--- config.mk ---
export PLATFORM = sky130hd
export DESIGN_NAME = hfa_top
export DESIGN_NICKNAME = d
export VERILOG_FILES = /design/src/core/hfa_pkg.sv /design/src/core/hfa_top.sv /design/src/core/hfa_crc.sv
export VERILOG_INCLUDE_DIRS = /design/src /design/src/core
export SDC_FILE = /design/constraint.sdc
export NUM_CORES = 1
export LEC_CHECK = 0
export ABC_AREA = 0
export BUFFER_PORTS_ARGS = -buffer_cell sky130_fd_sc_hd__buf_2
export CORE_ASPECT_RATIO = 0.6
export CORE_MARGIN = 2
export CORE_UTILIZATION = 40
export DETAILED_ROUTE_END_ITERATION = 8
export PLACE_DENSITY = 0.57
export SYNTH_ARGS = -nofsm -noshare
export SYNTH_HDL_FRONTEND = slang
export SYNTH_SLANG_ARGS = --single-unit
export TNS_END_PERCENT = 5
--- constraint.sdc ---
create_clock -name clk -period 4.7 [get_ports clk]
set_input_delay 0.94 -clock clk [delete_from_list [all_inputs] [get_ports clk]]
set_output_delay 0.94 -clock clk [all_outputs]
set_load 0.05 [all_outputs]
--- src/core/hfa_cfg.svh ---
// Constants of the HDLC framing and CRC assist block.
// Assumes a byte-wide register port with 16-bit controller addresses.
`ifndef HFA_CFG_SVH
`define HFA_CFG_SVH

// ----------------------------------------------------------------
// Register addresses
// ----------------------------------------------------------------
`define HFA_A_RX_BIT_COUNT 16'hdc00
`define HFA_A_RX_DATA 16'hdc01
`define HFA_A_TX_BIT_COUNT 16'hdc02
`define HFA_A_TX_DATA 16'hdc03
`define HFA_A_CTRL 16'hdc04
`define HFA_A_CRC_DATA 16'hdc08
`define HFA_A_CRC_STAT 16'hdc09
`define HFA_A_CRC_LOW 16'hdc0a
`define HFA_A_CRC_HIGH 16'hdc0b

// ----------------------------------------------------------------
// Framer control and status fields
// ----------------------------------------------------------------
`define HFA_CS_DRAINED 0
`define HFA_CS_RX_GO 1
`define HFA_CS_THR_SEL 2
`define HFA_CS_LEVEL 3
`define HFA_CS_TX_DONE 4
`define HFA_CS_RX_EMPTY 5
`define HFA_CS_RESET 6

// ----------------------------------------------------------------
// CRC helper status fields
// ----------------------------------------------------------------
`define HFA_CRC_READY 0
`define HFA_CRC_END 1
`define HFA_CRC_OK 2
`define HFA_CRC_IN_EMPTY 3
`define HFA_CRC_SWRST 7

// ----------------------------------------------------------------
// Sizes, patterns and reset values
// ----------------------------------------------------------------
`define HFA_FLAG 8'h7e
`define HFA_FIFO_LAST 5'h14
`define HFA_FIFO_FULL 5'h15
`define HFA_THR_LOW 5'h0b
`define HFA_THR_HIGH 5'h10
`define HFA_BUF_LAST_BIT 7'h7f
`define HFA_STUFF_RUN 3'h5
`define HFA_CRC_INIT 16'hffff
`define HFA_CRC_POLY 16'h8408
`define HFA_CRC_GOOD 16'hf0b8

`endif

--- src/core/hfa_pkg.sv ---
// Types of the HDLC framing and CRC assist block.
// Assumes hfa_cfg.svh carries every numeric constant except the state encodings below.
package hfa_pkg;

	// ----------------------------------------------------------------
	// Bit engine states
	// ----------------------------------------------------------------
	typedef enum logic [1:0] {
		HFA_IDLE = 2'b01,
		HFA_RUN = 2'b10
	} hfa_state_e;

endpackage

--- src/core/hfa_top.sv ---
// HDLC framing and CRC assist: receive unframer, transmit framer, CRC helper.
// Assumes a controller port with one-cycle strobes and read data one cycle later.
`timescale 1ns/100ps
`include "hfa_cfg.svh"

module hfa_top (
	input wire logic clk,
	input wire logic rst_n,
	input wire logic [15:0] addr,
	input wire logic [7:0] wdata,
	input wire logic wr,
	input wire logic rd,
	output logic [7:0] rdata
);
	logic [7:0] rx_bit_count_reg;
	logic [7:0] tx_bit_count_reg;
	logic thr_sel_reg;
	logic frm_rst_reg;
	logic rx_go_reg;
	logic tx_done_reg;
	logic drained_reg;
	logic [7:0] rdata_reg;
	logic [7:0] rx_raw_mem [0:15];
	logic [3:0] rx_wr_ptr_reg;
	logic [7:0] rx_fifo_mem [0:20];
	logic [4:0] rx_head_reg;
	logic [4:0] rx_tail_reg;
	logic [4:0] rx_level_reg;
	logic [7:0] tx_fifo_mem [0:20];
	logic [4:0] tx_head_reg;
	logic [4:0] tx_tail_reg;
	logic [4:0] tx_level_reg;
	logic [7:0] tx_buf_mem [0:15];
	logic [3:0] tx_rd_ptr_reg;
	hfa_pkg::hfa_state_e rx_state_reg;
	hfa_pkg::hfa_state_e tx_state_reg;
	logic [6:0] rx_idx_reg;
	logic [7:0] rx_win_reg;
	logic [3:0] rx_win_cnt_reg;
	logic [2:0] rx_ones_reg;
	logic [7:0] rx_asm_reg;
	logic [2:0] rx_asm_cnt_reg;
	logic [6:0] tx_idx_reg;
	logic [7:0] tx_cur_reg;
	logic [3:0] tx_cur_cnt_reg;
	logic tx_cur_flag_reg;
	logic [2:0] tx_ones_reg;
	logic frst;
	logic wr_rx_bits;
	logic wr_rx_data;
	logic wr_tx_bits;
	logic wr_tx_data;
	logic wr_ctrl;
	logic rd_rx_data;
	logic rd_tx_data;
	logic rx_step;
	logic rx_bit;
	logic [7:0] rx_win_n;
	logic rx_is_flag;
	logic rx_out;
	logic rx_drop;
	logic rx_push;
	logic rx_pop;
	logic rx_last;
	logic [7:0] rx_asm_n;
	logic tx_step;
	logic tx_load;
	logic tx_pop;
	logic tx_stuff;
	logic tx_bit;
	logic tx_last;
	logic tx_flag_sent;
	logic [4:0] tx_thr;
	logic [7:0] ctrl_status;
	logic [7:0] crc_out;
	logic [7:0] crc_status;
	logic [7:0] crc_low;
	logic [7:0] crc_high;

	function automatic logic [4:0] hfa_wrap(input logic [4:0] p);
		return (p == `HFA_FIFO_LAST) ? 5'h00 : p + 5'h01;
	endfunction

	function automatic logic hfa_hit(input logic [15:0] a, input logic [15:0] o);
		return a == o;
	endfunction

	// ----------------------------------------------------------------
	// Address decode
	// ----------------------------------------------------------------
	assign wr_rx_bits = wr && hfa_hit(addr, `HFA_A_RX_BIT_COUNT);
	assign wr_rx_data = wr && hfa_hit(addr, `HFA_A_RX_DATA);
	assign wr_tx_bits = wr && hfa_hit(addr, `HFA_A_TX_BIT_COUNT);
	assign wr_tx_data = wr && hfa_hit(addr, `HFA_A_TX_DATA);
	assign wr_ctrl = wr && hfa_hit(addr, `HFA_A_CTRL);
	assign rd_rx_data = rd && hfa_hit(addr, `HFA_A_RX_DATA);
	assign rd_tx_data = rd && hfa_hit(addr, `HFA_A_TX_DATA);
	assign frst = !rst_n || frm_rst_reg;

	// ----------------------------------------------------------------
	// Control register
	// ----------------------------------------------------------------
	always_ff @(posedge clk) begin
		if (!rst_n) begin
			thr_sel_reg <= 1'b0;
			frm_rst_reg <= 1'b0;
		end else if (wr_ctrl) begin
			thr_sel_reg <= wdata[`HFA_CS_THR_SEL];
			frm_rst_reg <= wdata[`HFA_CS_RESET];
		end
	end

	always_ff @(posedge clk) begin
		if (frst) begin
			rx_bit_count_reg <= 8'h00;
			tx_bit_count_reg <= 8'h00;
		end else begin
			if (wr_rx_bits) begin
				rx_bit_count_reg <= wdata;
			end
			if (wr_tx_bits) begin
				tx_bit_count_reg <= wdata;
			end
		end
	end

	// ----------------------------------------------------------------
	// Receive raw buffer and go flag
	// ----------------------------------------------------------------
	always_ff @(posedge clk) begin
		if (frst) begin
			rx_wr_ptr_reg <= 4'h0;
		end else if (wr_rx_data) begin
			rx_raw_mem[rx_wr_ptr_reg] <= wdata;
			rx_wr_ptr_reg <= rx_wr_ptr_reg + 4'h1;
		end else if (rx_last) begin
			rx_wr_ptr_reg <= 4'h0;
		end
	end

	// Software set wins over the hardware clear
	always_ff @(posedge clk) begin
		if (frst) begin
			rx_go_reg <= 1'b0;
		end else if (wr_ctrl && wdata[`HFA_CS_RX_GO]) begin
			rx_go_reg <= 1'b1;
		end else if (rx_last || (rx_state_reg == hfa_pkg::HFA_IDLE && rx_go_reg
			&& rx_bit_count_reg == 8'h00)) begin
			rx_go_reg <= 1'b0;
		end
	end

	// ----------------------------------------------------------------
	// Receive unframer
	// ----------------------------------------------------------------
	always_comb begin
		rx_step = (rx_state_reg == hfa_pkg::HFA_RUN) && (rx_level_reg != `HFA_FIFO_FULL);
		rx_bit = rx_raw_mem[rx_idx_reg[6:3]][rx_idx_reg[2:0]];
		rx_win_n = {rx_bit, rx_win_reg[7:1]};
		rx_is_flag = (rx_win_cnt_reg >= 4'h7) && (rx_win_n == `HFA_FLAG);
		rx_out = (rx_win_cnt_reg == 4'h8);
		rx_drop = (rx_ones_reg == `HFA_STUFF_RUN) && !rx_win_reg[0];
		rx_asm_n = {rx_win_reg[0], rx_asm_reg[7:1]};
		rx_push = rx_step && rx_out && !rx_drop && (rx_asm_cnt_reg == 3'h7);
		rx_last = rx_step && ((rx_idx_reg + 7'h01 == rx_bit_count_reg[6:0]
			&& !rx_bit_count_reg[7]) || rx_idx_reg == `HFA_BUF_LAST_BIT);
	end

	always_ff @(posedge clk) begin
		if (frst) begin
			rx_state_reg <= hfa_pkg::HFA_IDLE;
			rx_idx_reg <= 7'h00;
			rx_win_reg <= 8'h00;
			rx_win_cnt_reg <= 4'h0;
			rx_ones_reg <= 3'h0;
			rx_asm_reg <= 8'h00;
			rx_asm_cnt_reg <= 3'h0;
		end else begin
			case (rx_state_reg)
				hfa_pkg::HFA_IDLE: begin
					rx_idx_reg <= 7'h00;
					if (rx_go_reg && rx_bit_count_reg != 8'h00) begin
						rx_state_reg <= hfa_pkg::HFA_RUN;
					end
				end
				hfa_pkg::HFA_RUN: begin
					if (rx_step) begin
						rx_win_reg <= rx_win_n;
						rx_idx_reg <= rx_idx_reg + 7'h01;
						if (rx_out) begin
							if (rx_drop) begin
								rx_ones_reg <= 3'h0;
							end else begin
								rx_asm_reg <= rx_asm_n;
								rx_asm_cnt_reg <= rx_asm_cnt_reg + 3'h1;
								if (!rx_win_reg[0]) begin
									rx_ones_reg <= 3'h0;
								end else if (rx_ones_reg != 3'h7) begin
									rx_ones_reg <= rx_ones_reg + 3'h1;
								end
							end
						end else begin
							rx_win_cnt_reg <= rx_win_cnt_reg + 4'h1;
						end
						// Bit leaving the window still lands before the flag restarts
						if (rx_is_flag) begin
							rx_win_cnt_reg <= 4'h0;
							rx_ones_reg <= 3'h0;
							rx_asm_cnt_reg <= 3'h0;
						end
						if (rx_last) begin
							rx_state_reg <= hfa_pkg::HFA_IDLE;
						end
					end
				end
				default: begin
					rx_state_reg <= hfa_pkg::HFA_IDLE;
				end
			endcase
		end
	end

	// ----------------------------------------------------------------
	// Receive FIFO
	// ----------------------------------------------------------------
	assign rx_pop = rd_rx_data && (rx_level_reg != 5'h00);

	always_ff @(posedge clk) begin
		if (frst) begin
			rx_head_reg <= 5'h00;
			rx_tail_reg <= 5'h00;
			rx_level_reg <= 5'h00;
		end else begin
			if (rx_push) begin
				rx_fifo_mem[rx_tail_reg] <= rx_asm_n;
				rx_tail_reg <= hfa_wrap(rx_tail_reg);
			end
			if (rx_pop) begin
				rx_head_reg <= hfa_wrap(rx_head_reg);
			end
			if (rx_push && !rx_pop) begin
				rx_level_reg <= rx_level_reg + 5'h01;
			end else if (rx_pop && !rx_push) begin
				rx_level_reg <= rx_level_reg - 5'h01;
			end
		end
	end

	// ----------------------------------------------------------------
	// Transmit FIFO
	// ----------------------------------------------------------------
	assign tx_pop = tx_step && tx_load && (tx_level_reg != 5'h00);

	always_ff @(posedge clk) begin
		if (frst) begin
			tx_head_reg <= 5'h00;
			tx_tail_reg <= 5'h00;
			tx_level_reg <= 5'h00;
		end else begin
			if (wr_tx_data && tx_level_reg != `HFA_FIFO_FULL) begin
				tx_fifo_mem[tx_tail_reg] <= wdata;
				tx_tail_reg <= hfa_wrap(tx_tail_reg);
			end
			if (tx_pop) begin
				tx_head_reg <= hfa_wrap(tx_head_reg);
			end
			if (wr_tx_data && tx_level_reg != `HFA_FIFO_FULL && !tx_pop) begin
				tx_level_reg <= tx_level_reg + 5'h01;
			end else if (tx_pop && !(wr_tx_data && tx_level_reg != `HFA_FIFO_FULL)) begin
				tx_level_reg <= tx_level_reg - 5'h01;
			end
		end
	end

	// ----------------------------------------------------------------
	// Transmit framer
	// ----------------------------------------------------------------
	always_comb begin
		tx_step = (tx_state_reg == hfa_pkg::HFA_RUN);
		tx_load = (tx_cur_cnt_reg == 4'h0);
		tx_stuff = (tx_ones_reg == `HFA_STUFF_RUN);
		tx_bit = tx_stuff ? 1'b0 : tx_cur_reg[0];
		tx_last = tx_step && !tx_load && ((tx_idx_reg + 7'h01 == tx_bit_count_reg[6:0]
			&& !tx_bit_count_reg[7]) || tx_idx_reg == `HFA_BUF_LAST_BIT);
		tx_flag_sent = tx_step && !tx_load && tx_cur_flag_reg && (tx_cur_cnt_reg == 4'h1);
	end

	always_ff @(posedge clk) begin
		if (frst) begin
			tx_state_reg <= hfa_pkg::HFA_IDLE;
			tx_idx_reg <= 7'h00;
			tx_cur_reg <= 8'h00;
			tx_cur_cnt_reg <= 4'h0;
			tx_cur_flag_reg <= 1'b0;
			tx_ones_reg <= 3'h0;
		end else if (wr_tx_bits) begin
			tx_idx_reg <= 7'h00;
			tx_state_reg <= (wdata != 8'h00) ? hfa_pkg::HFA_RUN : hfa_pkg::HFA_IDLE;
		end else begin
			case (tx_state_reg)
				hfa_pkg::HFA_IDLE: begin
					tx_idx_reg <= 7'h00;
				end
				hfa_pkg::HFA_RUN: begin
					if (tx_load) begin
						tx_cur_cnt_reg <= 4'h8;
						if (tx_level_reg != 5'h00) begin
							tx_cur_reg <= tx_fifo_mem[tx_head_reg];
							tx_cur_flag_reg <= 1'b0;
						end else begin
							tx_cur_reg <= `HFA_FLAG;
							tx_cur_flag_reg <= 1'b1;
						end
					end else begin
						tx_buf_mem[tx_idx_reg[6:3]][tx_idx_reg[2:0]] <= tx_bit;
						tx_idx_reg <= tx_idx_reg + 7'h01;
						if (tx_stuff || tx_cur_flag_reg || !tx_bit) begin
							tx_ones_reg <= 3'h0;
						end else begin
							tx_ones_reg <= tx_ones_reg + 3'h1;
						end
						if (!tx_stuff) begin
							tx_cur_reg <= {1'b0, tx_cur_reg[7:1]};
							tx_cur_cnt_reg <= tx_cur_cnt_reg - 4'h1;
						end
						if (tx_last) begin
							tx_state_reg <= hfa_pkg::HFA_IDLE;
						end
					end
				end
				default: begin
					tx_state_reg <= hfa_pkg::HFA_IDLE;
				end
			endcase
		end
	end

	// ----------------------------------------------------------------
	// Transmit flags and buffer read pointer
	// ----------------------------------------------------------------
	assign tx_thr = thr_sel_reg ? `HFA_THR_HIGH : `HFA_THR_LOW;

	always_ff @(posedge clk) begin
		if (frst) begin
			tx_done_reg <= 1'b0;
			drained_reg <= 1'b0;
			tx_rd_ptr_reg <= 4'h0;
		end else begin
			if (wr_tx_bits) begin
				tx_done_reg <= (wdata == 8'h00);
				tx_rd_ptr_reg <= 4'h0;
			end else begin
				if (tx_last) begin
					tx_done_reg <= 1'b1;
				end
				if (rd_tx_data) begin
					tx_rd_ptr_reg <= tx_rd_ptr_reg + 4'h1;
				end
			end
			if (tx_level_reg >= tx_thr) begin
				drained_reg <= 1'b1;
			end else if (tx_flag_sent && tx_level_reg == 5'h00) begin
				drained_reg <= 1'b0;
			end
		end
	end

	// ----------------------------------------------------------------
	// CRC helper and read data
	// ----------------------------------------------------------------
	hfa_crc u_crc (
		.clk(clk),
		.rst_n(rst_n),
		.in_wr(wr && hfa_hit(addr, `HFA_A_CRC_DATA)),
		.in_data(wdata),
		.out_rd(rd && hfa_hit(addr, `HFA_A_CRC_DATA)),
		.swrst(wr && hfa_hit(addr, `HFA_A_CRC_STAT) && wdata[`HFA_CRC_SWRST]),
		.out_data(crc_out),
		.status(crc_status),
		.crc_low(crc_low),
		.crc_high(crc_high)
	);

	always_comb begin
		ctrl_status = 8'h00;
		ctrl_status[`HFA_CS_DRAINED] = drained_reg;
		ctrl_status[`HFA_CS_RX_GO] = rx_go_reg;
		ctrl_status[`HFA_CS_THR_SEL] = thr_sel_reg;
		ctrl_status[`HFA_CS_LEVEL] = (tx_level_reg < tx_thr);
		ctrl_status[`HFA_CS_TX_DONE] = tx_done_reg;
		ctrl_status[`HFA_CS_RX_EMPTY] = (rx_level_reg == 5'h00);
		ctrl_status[`HFA_CS_RESET] = frm_rst_reg;
	end

	always_ff @(posedge clk) begin
		if (!rst_n) begin
			rdata_reg <= 8'h00;
		end else if (rd) begin
			case (addr)
				`HFA_A_RX_DATA: rdata_reg <= rx_pop ? rx_fifo_mem[rx_head_reg] : 8'h00;
				`HFA_A_TX_DATA: rdata_reg <= tx_buf_mem[tx_rd_ptr_reg];
				`HFA_A_CTRL: rdata_reg <= ctrl_status;
				`HFA_A_CRC_DATA: rdata_reg <= crc_out;
				`HFA_A_CRC_STAT: rdata_reg <= crc_status;
				`HFA_A_CRC_LOW: rdata_reg <= crc_low;
				`HFA_A_CRC_HIGH: rdata_reg <= crc_high;
				default: rdata_reg <= 8'h00;
			endcase
		end
	end

	assign rdata = rdata_reg;

endmodule

--- src/core/hfa_crc.sv ---
// CRC helper: input buffer, output buffer, flags and FCS result.
// Assumes the parent decodes addresses into one-cycle strobes.
`timescale 1ns/100ps
`include "hfa_cfg.svh"

module hfa_crc (
	input wire logic clk,
	input wire logic rst_n,
	input wire logic in_wr,
	input wire logic [7:0] in_data,
	input wire logic out_rd,
	input wire logic swrst,
	output logic [7:0] out_data,
	output logic [7:0] status,
	output logic [7:0] crc_low,
	output logic [7:0] crc_high
);
	logic [7:0] in_buf_reg;
	logic in_full_reg;
	logic [7:0] out_buf_reg;
	logic ready_reg;
	logic end_reg;
	logic ok_reg;
	logic started_reg;
	logic [15:0] crc_reg;
	logic [15:0] crc_next;
	logic [15:0] result_reg;
	logic is_flag;
	logic srst;

	function automatic logic [15:0] hfa_crc_byte(input logic [15:0] c, input logic [7:0] d);
		logic [15:0] r;
		r = c ^ {8'h00, d};
		for (int i = 0; i < 8; i++) begin
			r = r[0] ? ((r >> 1) ^ `HFA_CRC_POLY) : (r >> 1);
		end
		return r;
	endfunction

	assign srst = !rst_n || swrst;
	assign is_flag = (in_buf_reg == `HFA_FLAG);
	assign crc_next = hfa_crc_byte(crc_reg, in_buf_reg);

	// ----------------------------------------------------------------
	// Input buffer
	// ----------------------------------------------------------------
	always_ff @(posedge clk) begin
		if (srst) begin
			in_buf_reg <= 8'h00;
			in_full_reg <= 1'b0;
		end else if (in_wr) begin
			in_buf_reg <= in_data;
			in_full_reg <= 1'b1;
		end else begin
			in_full_reg <= 1'b0;
		end
	end

	// ----------------------------------------------------------------
	// CRC engine, one byte per cycle
	// ----------------------------------------------------------------
	always_ff @(posedge clk) begin
		if (srst) begin
			crc_reg <= `HFA_CRC_INIT;
			result_reg <= 16'h0000;
			started_reg <= 1'b0;
			end_reg <= 1'b0;
			ok_reg <= 1'b0;
			out_buf_reg <= 8'h00;
		end else if (in_full_reg) begin
			if (is_flag) begin
				if (started_reg) begin
					end_reg <= 1'b1;
					ok_reg <= (crc_reg == `HFA_CRC_GOOD);
				end
				crc_reg <= `HFA_CRC_INIT;
				started_reg <= 1'b0;
			end else begin
				crc_reg <= crc_next;
				result_reg <= ~crc_next;
				out_buf_reg <= in_buf_reg;
				started_reg <= 1'b1;
			end
		end
	end

	// Set wins over the clear by read
	always_ff @(posedge clk) begin
		if (srst) begin
			ready_reg <= 1'b0;
		end else if (in_full_reg && !is_flag) begin
			ready_reg <= 1'b1;
		end else if (out_rd) begin
			ready_reg <= 1'b0;
		end
	end

	assign out_data = out_buf_reg;
	assign crc_low = result_reg[7:0];
	assign crc_high = result_reg[15:8];
	always_comb begin
		status = 8'h00;
		status[`HFA_CRC_READY] = ready_reg;
		status[`HFA_CRC_END] = end_reg;
		status[`HFA_CRC_OK] = ok_reg;
		status[`HFA_CRC_IN_EMPTY] = !in_full_reg;
	end

endmodule

After elaboration in Yosys (flattened, before gate mapping)
Memory sizes are Yosys's and may differ from the RTL's. A register that Yosys moved wholly into a read port is not among the register bits. Index checks and enable logic that the tools add are counted.

Output and inout bits: 8. Register bits after elaboration: 180. Memories: 4. Input bits: 28. Memory bits (writable): 592. Logic and storage cells: 304.

Memories: rx_fifo_mem (words 21, width 8, read ports 1, clocked after Yosys merged registers in 1, write ports 1, RTL line hfa_top.sv:25) `logic [7:0] rx_fifo_mem [0:20];`; tx_fifo_mem (words 21, width 8, read ports 1, clocked after Yosys merged registers in 1, write ports 1, RTL line hfa_top.sv:29) `logic [7:0] tx_fifo_mem [0:20];`; rx_raw_mem (words 16, width 8, read ports 1, clocked after Yosys merged registers in 1, write ports 1, RTL line hfa_top.sv:23) `logic [7:0] rx_raw_mem [0:15];`; tx_buf_mem (words 16, width 8, read ports 1, clocked after Yosys merged registers in 1, write ports 1, RTL line hfa_top.sv:33) `logic [7:0] tx_buf_mem [0:15];`.

Mux-type cells: 89. Add/subtract/negate cells: 17. $lt $le $gt $ge: 6. Equality and inequality tests: 43. Reduce and logical (&&, ||, !) cells: 93. Bitwise operators: 14.

Operator list (count): 16-bit equality test (second input constant) (10); 16-bit two-way mux (9); 5-bit two-way mux (13); 8-bit one-hot mux with 7 select lines (1); 4-bit two-way mux (10); 8-bit two-way mux (5); 1-bit logical AND (39); 5-bit by 1-bit adder with 5-bit output (second input constant) (6); 7-bit one-hot mux with 2 select lines (2); 1-bit two-way mux (27); 3-bit two-way mux (9); 2-bit inverter with 3-bit output (8); 3-bit AND reduction (7); 5-bit equality test (second input constant) (4); 2-bit nonzero test (10); 8-bit by 7-bit equality test with 1-bit output (second input constant) (2); 8-bit logical NOT (2); 16-bit inverter (1); 8-bit nonzero test (2); 16-bit by 8-bit XOR with 16-bit output (1); 7-bit by 1-bit adder with 7-bit output (second input constant) (2); 7-bit equality test (2); 7-bit equality test (second input constant) (2); 2-bit two-way mux (7); other kinds (33) (81).

Longest topological paths before layout
Gate-level depths: netlist of the first run.

Depth after elaboration: 18. Mapped depth: 17. Gate-level depth less buffers: 16.

By module
Synthesis of the first run repeated with hierarchy kept, for this count alone.

Cells, all modules: 2282. Area, all modules: 33144.3 µm².

Modules (own cells, without submodules): hfa_top (cells an instance 2048, area an instance 30853.3 µm², seq. area each 20659.8 µm², times used 1); hfa_crc (cells an instance 234, area an instance 2290.9 µm², seq. area each 1061.0 µm², times used 1).

Worst setup path before layout of the first run
No wires, ideal clock.

Kind: register -> register. Start: register tx_ones_reg[1]. End: register tx_ones_reg[2]. Cell stages (with the launch flop): 8. Data arrival time: 4.917 ns. Data required time: 4.629 ns. Path slack: -0.288 ns. Setup time: 0.071 ns. Period minus slack after synthesis: 4.988 ns. Buffers on the path: 0. Path through: dfxtp_1 > inv_1 > ha_1 > a21oi_1 > nand2b_1 > nor2_1 > nand3b_1 > a21oi_1.

Cells in the longest elaborated chain, start to end: 5.

Ends and longest elaborated chain: start, declared (RTL line hfa_top.sv:47) `logic [2:0] tx_ones_reg;`; start signal, assigned (RTL line hfa_top.sv:320) `tx_ones_reg <= tx_ones_reg + 3'h1;`; 3-bit equality test (no source line); 1-bit two-way mux (RTL line hfa_top.sv:282) `tx_bit = tx_stuff ? 1'b0 : tx_cur_reg[0];`; named net tx_bit (RTL line hfa_top.sv:70) `logic tx_bit;`; 1-bit logical NOT (RTL line hfa_top.sv:317) `if (tx_stuff || tx_cur_flag_reg || !tx_bit) begin`; 1-bit logical OR (RTL line hfa_top.sv:317); 3-bit two-way mux (RTL line hfa_top.sv:317).

The timed path passes the listed nets, and every way through them passes these cells. A chain may end at the register's enable or synchronous reset.

Final worst setup path of the first run
Start: register rx_level_reg[0]. End: register rx_level_reg[4].

Cells in the longest elaborated chain, start to end: 8.

Ends and longest elaborated chain: start, declared (RTL line hfa_top.sv:28) `logic [4:0] rx_level_reg;`; start signal, assigned (RTL line hfa_top.sv:242) `rx_level_reg <= rx_level_reg + 5'h01;`; start signal, assigned (RTL line hfa_top.sv:244) `rx_level_reg <= rx_level_reg - 5'h01;`; 5-bit != test (no source line) (*); 1-bit logical AND (*) (RTL line hfa_top.sv:157) `` rx_step = (rx_state_reg == hfa_pkg::HFA_RUN) && (rx_level_reg != `HFA_FIFO_FULL); ``; 1-bit logical AND (*) (3 in a row) (RTL line hfa_top.sv:164) `rx_push = rx_step && rx_out && !rx_drop && (rx_asm_cnt_reg == 3'h7);`; named net rx_push (RTL line hfa_top.sv:62) `logic rx_push;`; 1-bit logical NOT (RTL line hfa_top.sv:243) `end else if (rx_pop && !rx_push) begin`; 1-bit logical AND (RTL line hfa_top.sv:243); 2-bit nonzero test (no source line).

Mark *: on every way through the listed nets, which the timed path passes. The rest lies on a longest branch. The select of a mux whose other input is x is not followed.

==> impl_metrics.csv, run 1 <==
group,metric,value,unit
run_status,outcome,"completed",
global_route,grtUsageTotal,18.87,%
synth,synth_nets,2328,
pwr,power_switching,2.734,mW
timing,fin_tns_setup,0,ps
die,io_pins,36,
job,max_cap_violations,0,
die,coreArea,81280,um^2
synth,synth_flop_cell,"edfxtp_1",
placement,port_buffers,35,
timing,worst_pin_slew,1177,ps
pwr,clockPowerShare,43.9,%
detailed_routing,routed_wl,79.33,mm
synth,synthCells,2258,
worst_setup_path,critPathCaptureType,"register",
timing,setup_viol,0,
timing,fmax,0.2504,GHz
synth,ys_ff_latch,789,
global_route,grt_pass1_vias,18710,
cells_and_area,n_fill_cell,7185,
detailed_routing,vias_per_cell,5.602,
placement,post-place-ws,515.1,ps
detailed_routing,dr_total_vias,19360,
worst_setup_path,critPathMaxFanout,9,
pwr,pwr-share-seq,55.0,%
cells_and_area,areaGrowthSynthToFinish,11.89,%
die,rows,81,
synth,syn_area,32730,um^2
global_route,grt_pass1_wl,118.6,mm
clock_tree,cts_buffers,73,
synth,synth_seq_area_share,66.37,%
clock_tree,root_buffer,"clkbuf_16",
die,die_w,373.3,um
timing,slew_headroom,20.96,%
timing,whs,447.8,ps
clock_tree,cts.clk_slew.worst_paths,60,ps
cells_and_area,final_cell_mix,"edfxtp_1 (592), nor2_1 (329), dfxtp_1 (192)",
global_route,grt_max_degree,130,
clock_tree,cts.sinks,789,
synth,syn_area_per_cell,14.49,um^2
timing,setup_slack,706.5,ps
synth,async_reset_ff_share,0,%
cells_and_area,nets,2386,
cells_and_area,top_regs,"rx_fifo_mem (168), tx_fifo_mem (168)",
cells_and_area,design_area,36620,um^2
detailed_routing,wire_per_inst,22.96,um
cells_and_area,post_route_cells_drive_above_1_share,16.58,%
hold_path,hold_class,"register to register",
clock_tree,cts_resized,0,
synth,synth-edff-count,592,
placement,dpl.cell_count,3320,
worst_setup_path,worstPathRequired,5260,ps
detailed_routing,drc,0,
placement,globalplace.congestion,0.8757,
pwr,intPower,10.79,mW
timing,timing.final.crit_share,84.97,%
placement,dp.final_hpwl,52.58,mm
timing,hold_viol_final,0,
worst_setup_path,setup.worst_path.class,"register to register",
clock_tree,cts_hold_buf,0,
cells_and_area,final_common_cell,"edfxtp_1",
clock_tree,post_cts_buffers,0,
pwr,irDropWorstVdd,0.2770,mV
pwr,leakage,11.47,nW
timing,final-max-slew-violation-count,0,
detailed_routing,drtAntennaViolNets,0,
placement,placed_area,34260,um^2
clock_tree,htreeDepth,3,
timing,clock-skew-final,24.10,ps
synth,yosysWarnings,0,
detailed_routing,first_pass_iters,7,
detailed_routing,drtIter0Drc,2097,
clock_tree,insertion_delay,650,ps
worst_setup_path,cp-start-kind,"register",
timing,grt_setup_unrepaired,"false",
worst_setup_path,arrival,4560,ps
die,die-area,84190,um^2
clock_tree,cts_tree,"built",
cells_and_area,multi_input_area,10450,um^2
die,die_h,225.6,um
global_route,grt_overflow,0,
synth,synth_cell_types,77,
cells_and_area,seqCellArea,21730,um^2
pwr,pwr-share-comb,1.1,%
timing,min_period,3994,ps
clock_tree,clk_path_buf_depth,3,
cells_and_area,fin_cells,3456,
global_route,antenna_found_initial,4,
pwr,power_density,369.2,nW/um^2
pwr,swShare,20.22,%
die,initial_core_util,40.26,%
==> stage by stage <==
stage | power (mW) | utilization, %
detailed placement | 7.734 | 42.15
finish | 13.52 | 45.05
global placement | 7.729 | 42.15
floorplan | 7.636 | -
CTS | 13.65 | 45.05
global route | 13.91 | 45.05
==> worst paths after layout <==
| check | slack, ps | depth (start not counted) | endpoint | startpoint |
|---|---|---|---|---|
| max | 710 | 14 | rx_level_reg[4] | rx_level_reg[0] |
| min | 450 | 2 | u_crc.end_reg | u_crc.end_reg |
| max reg2reg | 710 | 14 | rx_level_reg[4] | rx_level_reg[0] |
| min reg2reg | 450 | 2 | u_crc.end_reg | u_crc.end_reg |
==> worst max-delay path, cell delays in order, from the launching register on <==
cell and delay, ps:
dfxtp_1 440, nor4bb_1 510, buf_4 220, a211oi_2 150, and2_1 310, nand2_1 210, clkinv_1 350, ha_1 370
inv_1 150, ha_1 290, a21o_1 190, a21oi_1 170, xnor2_1 90, or3_1 310, a21oi_1 150
==> synth_stat cells, drive strengths merged (13+ instances only) <==
library cell / n / share of area, %
buf: 46 / 0.70
and2: 24 / 0.46
ha: 40 / 1.5
clkbuf: 65 / 0.75
xnor2: 40 / 1.1
o22ai: 13 / 0.25
nand2: 179 / 2.1
nor4: 14 / 0.38
edfxtp: 592 / 54
nor3: 30 / 0.49
dfxtp: 197 / 12
nor2: 329 / 3.8
nand4: 21 / 0.40
mux4: 160 / 11
mux2i: 68 / 2.1
nand3: 40 / 0.63
a22o: 15 / 0.40
a21oi: 104 / 1.6
nor2b: 18 / 0.34
o21ai: 66 / 1.0
inv: 28 / 0.32
xor2: 31 / 0.83
==> metal layers <==
metal / vias up / track usage [%] / share of wire [%]
met3: 84 / 4.960 / 8.4
met2: 657 / 26.08 / 42
met4: 4 / 3.670 / 1.2
met5: - / 0 / 0.021
li1: 8659 / - / -
met1: 9955 / 29.65 / 49
==> final cells by class <==
type,instances,share of cell area (%)
antenna,1,0.006834
clock buffer,93,5.279
clock inverter,42,1.141
inverter,29,0.2973
multi-input combinational,1329,28.53
sequential,789,59.34
tap,1079,3.687
timing repair buffer,94,1.722
==> cells by family after synthesis <==
kind of cell	after synthesis	share of synthesized area, %
DFF	789	66.37
and+or+nand+nor	714	9.925
AOI/OAI and AO/OA	266	4.970
muxes	235	13.33
buffers and inverters	140	1.782
xor gates and xnor gates	72	1.969
adders and majority gates	42	1.652
==> power by group through the flow <==
stage | Combinational (mW) | Clock [mW] | Sequential (mW)
after floorplan | 0.0485 | 0 | 7.59
after global placement | 0.141 | 0 | 7.59
after detailed placement | 0.146 | 0 | 7.59
after CTS | 0.147 | 6.07 | 7.43
after global routing | 0.157 | 6.32 | 7.43
final | 0.145 | 5.94 | 7.44
Note: power is estimated with default switching activity, not from simulation.
==> run 2, diff against run 1 <==
- PLACE_DENSITY: 0.57 -> 0.55
- clock period: 4.7 -> 4.2 ns (I/O delays scaled with it)
==> run 2 against run 1 <==
Wire length shrank 2.3%. Sequential share of layout area shrank 0.26 points. Cell count grew 0.64%. Register-to-register slack lost 180 ps. Critical path depth shrank 1. Worst setup slack lost 180 ps. Via count shrank 1.4%. Global-route usage shrank 0.25 points. Non-clock buffer count grew 23. Worst hold slack gained 9.2 ps. Total power grew 10%.
==> impl_metrics.csv, run 2 (synthesis gave the netlist of run 1 again) <==
group,metric,value,unit
detailed_routing,drtIter0Drc,2035,
hold_path,min_path_cells,2,
clock_tree,cts_resized,0,
worst_setup_path,cp_num_buf_inv,2,
pwr,irDropWorstVdd,0.3076,mV
hold_path,hold_class,"register to register",
placement,port_buffers,35,
die,initial_core_util,40.26,%
hold_path,worstHoldStart,"u_crc.out_data[5]",
timing,hold_viol_final,0,
timing,timing.final.crit_share,87.40,%
timing,clock-skew-final,21.24,ps
placement,dp.final_hpwl,51.42,mm
detailed_routing,routed_wl,77.51,mm
worst_setup_path,arrival,4250,ps
cells_and_area,areaGrowthSynthToFinish,12.38,%
timing,grt_setup_unrepaired,"false",
detailed_routing,first_pass_iters,9,
timing,fmax,0.2724,GHz
die,die_w,373.3,um
die,rows,81,
cells_and_area,fin_cells,3478,
clock_tree,cts_buffers,74,
pwr,finalPower,14.88,mW
worst_setup_path,timing.rr.end,"rx_level_reg[4]",
timing,worst_pin_slew,1150,ps
placement,post-place-ws,-22.49,ps
global_route,grt_overflow,0,
clock_tree,cts.sinks,789,
timing,final-max-slew-violation-count,0,
worst_setup_path,r2r_start,"rx_level_reg[0]",
die,coreArea,81280,um^2
pwr,power_density,404.6,nW/um^2
worst_setup_path,cp_cell_sequence,"nor4bb_1, a211oi_2, and2_1, nand2_1, clkinv_1, ha_1, inv_1, ha_1, a21o_1, a21oi_1, xnor2_1, or3_1, a21oi_1",
run_status,outcome,"completed",
placement,dpl.cell_count,3343,
timing,setup_slack,529.4,ps
clock_tree,cts_hold_buf,0,
global_route,grtUsageTotal,18.62,%
cells_and_area,final_cell_mix,"edfxtp_1 (592), nor2_1 (329), dfxtp_1 (191)",
worst_setup_path,r2r_cells,13,
clock_tree,clk_path_buf_depth,3,
worst_setup_path,critPathMaxFanout,9,
global_route,grt_pass1_wl,117.2,mm
die,die_h,225.6,um
die,die-area,84190,um^2
clock_tree,post_cts_buffers,0,
job,max_cap_violations,0,
die,io_pins,36,
detailed_routing,drtAntennaViolNets,0,
timing,fin_tns_setup,0,ps
placement,placed_area,34540,um^2
detailed_routing,vias_per_cell,5.487,
global_route,antenna_found_initial,3,
worst_setup_path,setup.worst_path.class,"register to register",
worst_setup_path,slowest_stage,"nor4bb_1",
worst_setup_path,reg2reg_slack,530,ps
clock_tree,root_buffer,"clkbuf_16",
timing,setup_viol,0,
cells_and_area,design_area,36780,um^2
cells_and_area,final_common_cell,"edfxtp_1",
clock_tree,cts.clk_slew.worst_paths,60,ps
clock_tree,cts_tree,"built",
global_route,grt_pass1_vias,18670,
worst_setup_path,worstPathRequired,4780,ps
clock_tree,insertion_delay,660,ps
global_route,grt_max_degree,130,
detailed_routing,dr_total_vias,19080,
placement,globalplace.congestion,0.8068,
clock_tree,htreeDepth,3,
timing,min_period,3671,ps
pwr,leakage,11.54,nW
cells_and_area,post_route_cells_drive_above_1_share,17.26,%
detailed_routing,wire_per_inst,22.29,um
hold_path,min_to,"u_crc.out_data[5]",
cells_and_area,nets,2410,
worst_setup_path,crit_family,"simple AND/OR/NAND/NOR gates",
cells_and_area,antenna_cells,0,
timing,slew_headroom,23.32,%
detailed_routing,drc,0,
worst_setup_path,cp-start-kind,"register",
worst_setup_path,cp_slowest_stage_delay,590,ps
worst_setup_path,critPathCaptureType,"register",
cells_and_area,top_regs,"rx_fifo_mem (168), tx_fifo_mem (168)",
[run 2: cell type report]
class                           instances  area, um^2
Clock buffer                          102        2024
Clock inverter                         33       215.2
Fill cell                            7156       44500
Inverter                               29       108.9
Multi-Input combinational cell       1329       10450
Sequential cell                       789       21730
Tap cell                             1079        1350
Timing Repair Buffer                  117       903.4
[run 2: per-layer routing]
layer	share of wire, %	GRT usage [%]
met1	49	29.12
met3	7.9	4.907
met2	42	25.93
met4	1.4	3.526
met5	0.023	0
[run 2: worst max path at each step]
stage	startpoint	end	slack (ps)	depth (start not counted)
2_1_floorplan	addr[5]	tx_level_reg[4]	410	13
3_3_place_gp	addr[5]	rx_level_reg[4]	90	15
3_5_place_dp	addr[5]	rx_level_reg[4]	-20	15
4_1_cts	rx_level_reg[0]	rx_level_reg[4]	520	13
5_1_grt	rx_level_reg[0]	rx_level_reg[4]	340	13
6_report	rx_level_reg[0]	rx_level_reg[4]	530	13
[run 2: where the power goes]
part | total [mW] | switching [mW] | internal (mW)
Combinational | 0.164 | 0.130 | 0.0340
Clock | 6.39 | 2.93 | 3.46
Sequential | 8.32 | 0.00474 | 8.32
Total | 14.9 | 3.07 | 11.8
[run 2: per-stage QoR]
stage	hold slack (ps)	utilization (%)
finish	457.0	45.25
global route	477.6	45.25
CTS	457.4	45.25
detailed placement	448.5	42.49
global placement	436.8	42.49
floorplan	422.3	-
[run 2: worst reg2reg max path, stage by stage, from the launching register on]
cell and delay [ps]:
dfxtp_1 440, nor4bb_1 590, a211oi_2 190, and2_1 300, nand2_1 220, clkinv_1 250, ha_1 290, inv_1 130
ha_1 270, a21o_1 190, a21oi_1 190, xnor2_1 100, or3_1 310, a21oi_1 140
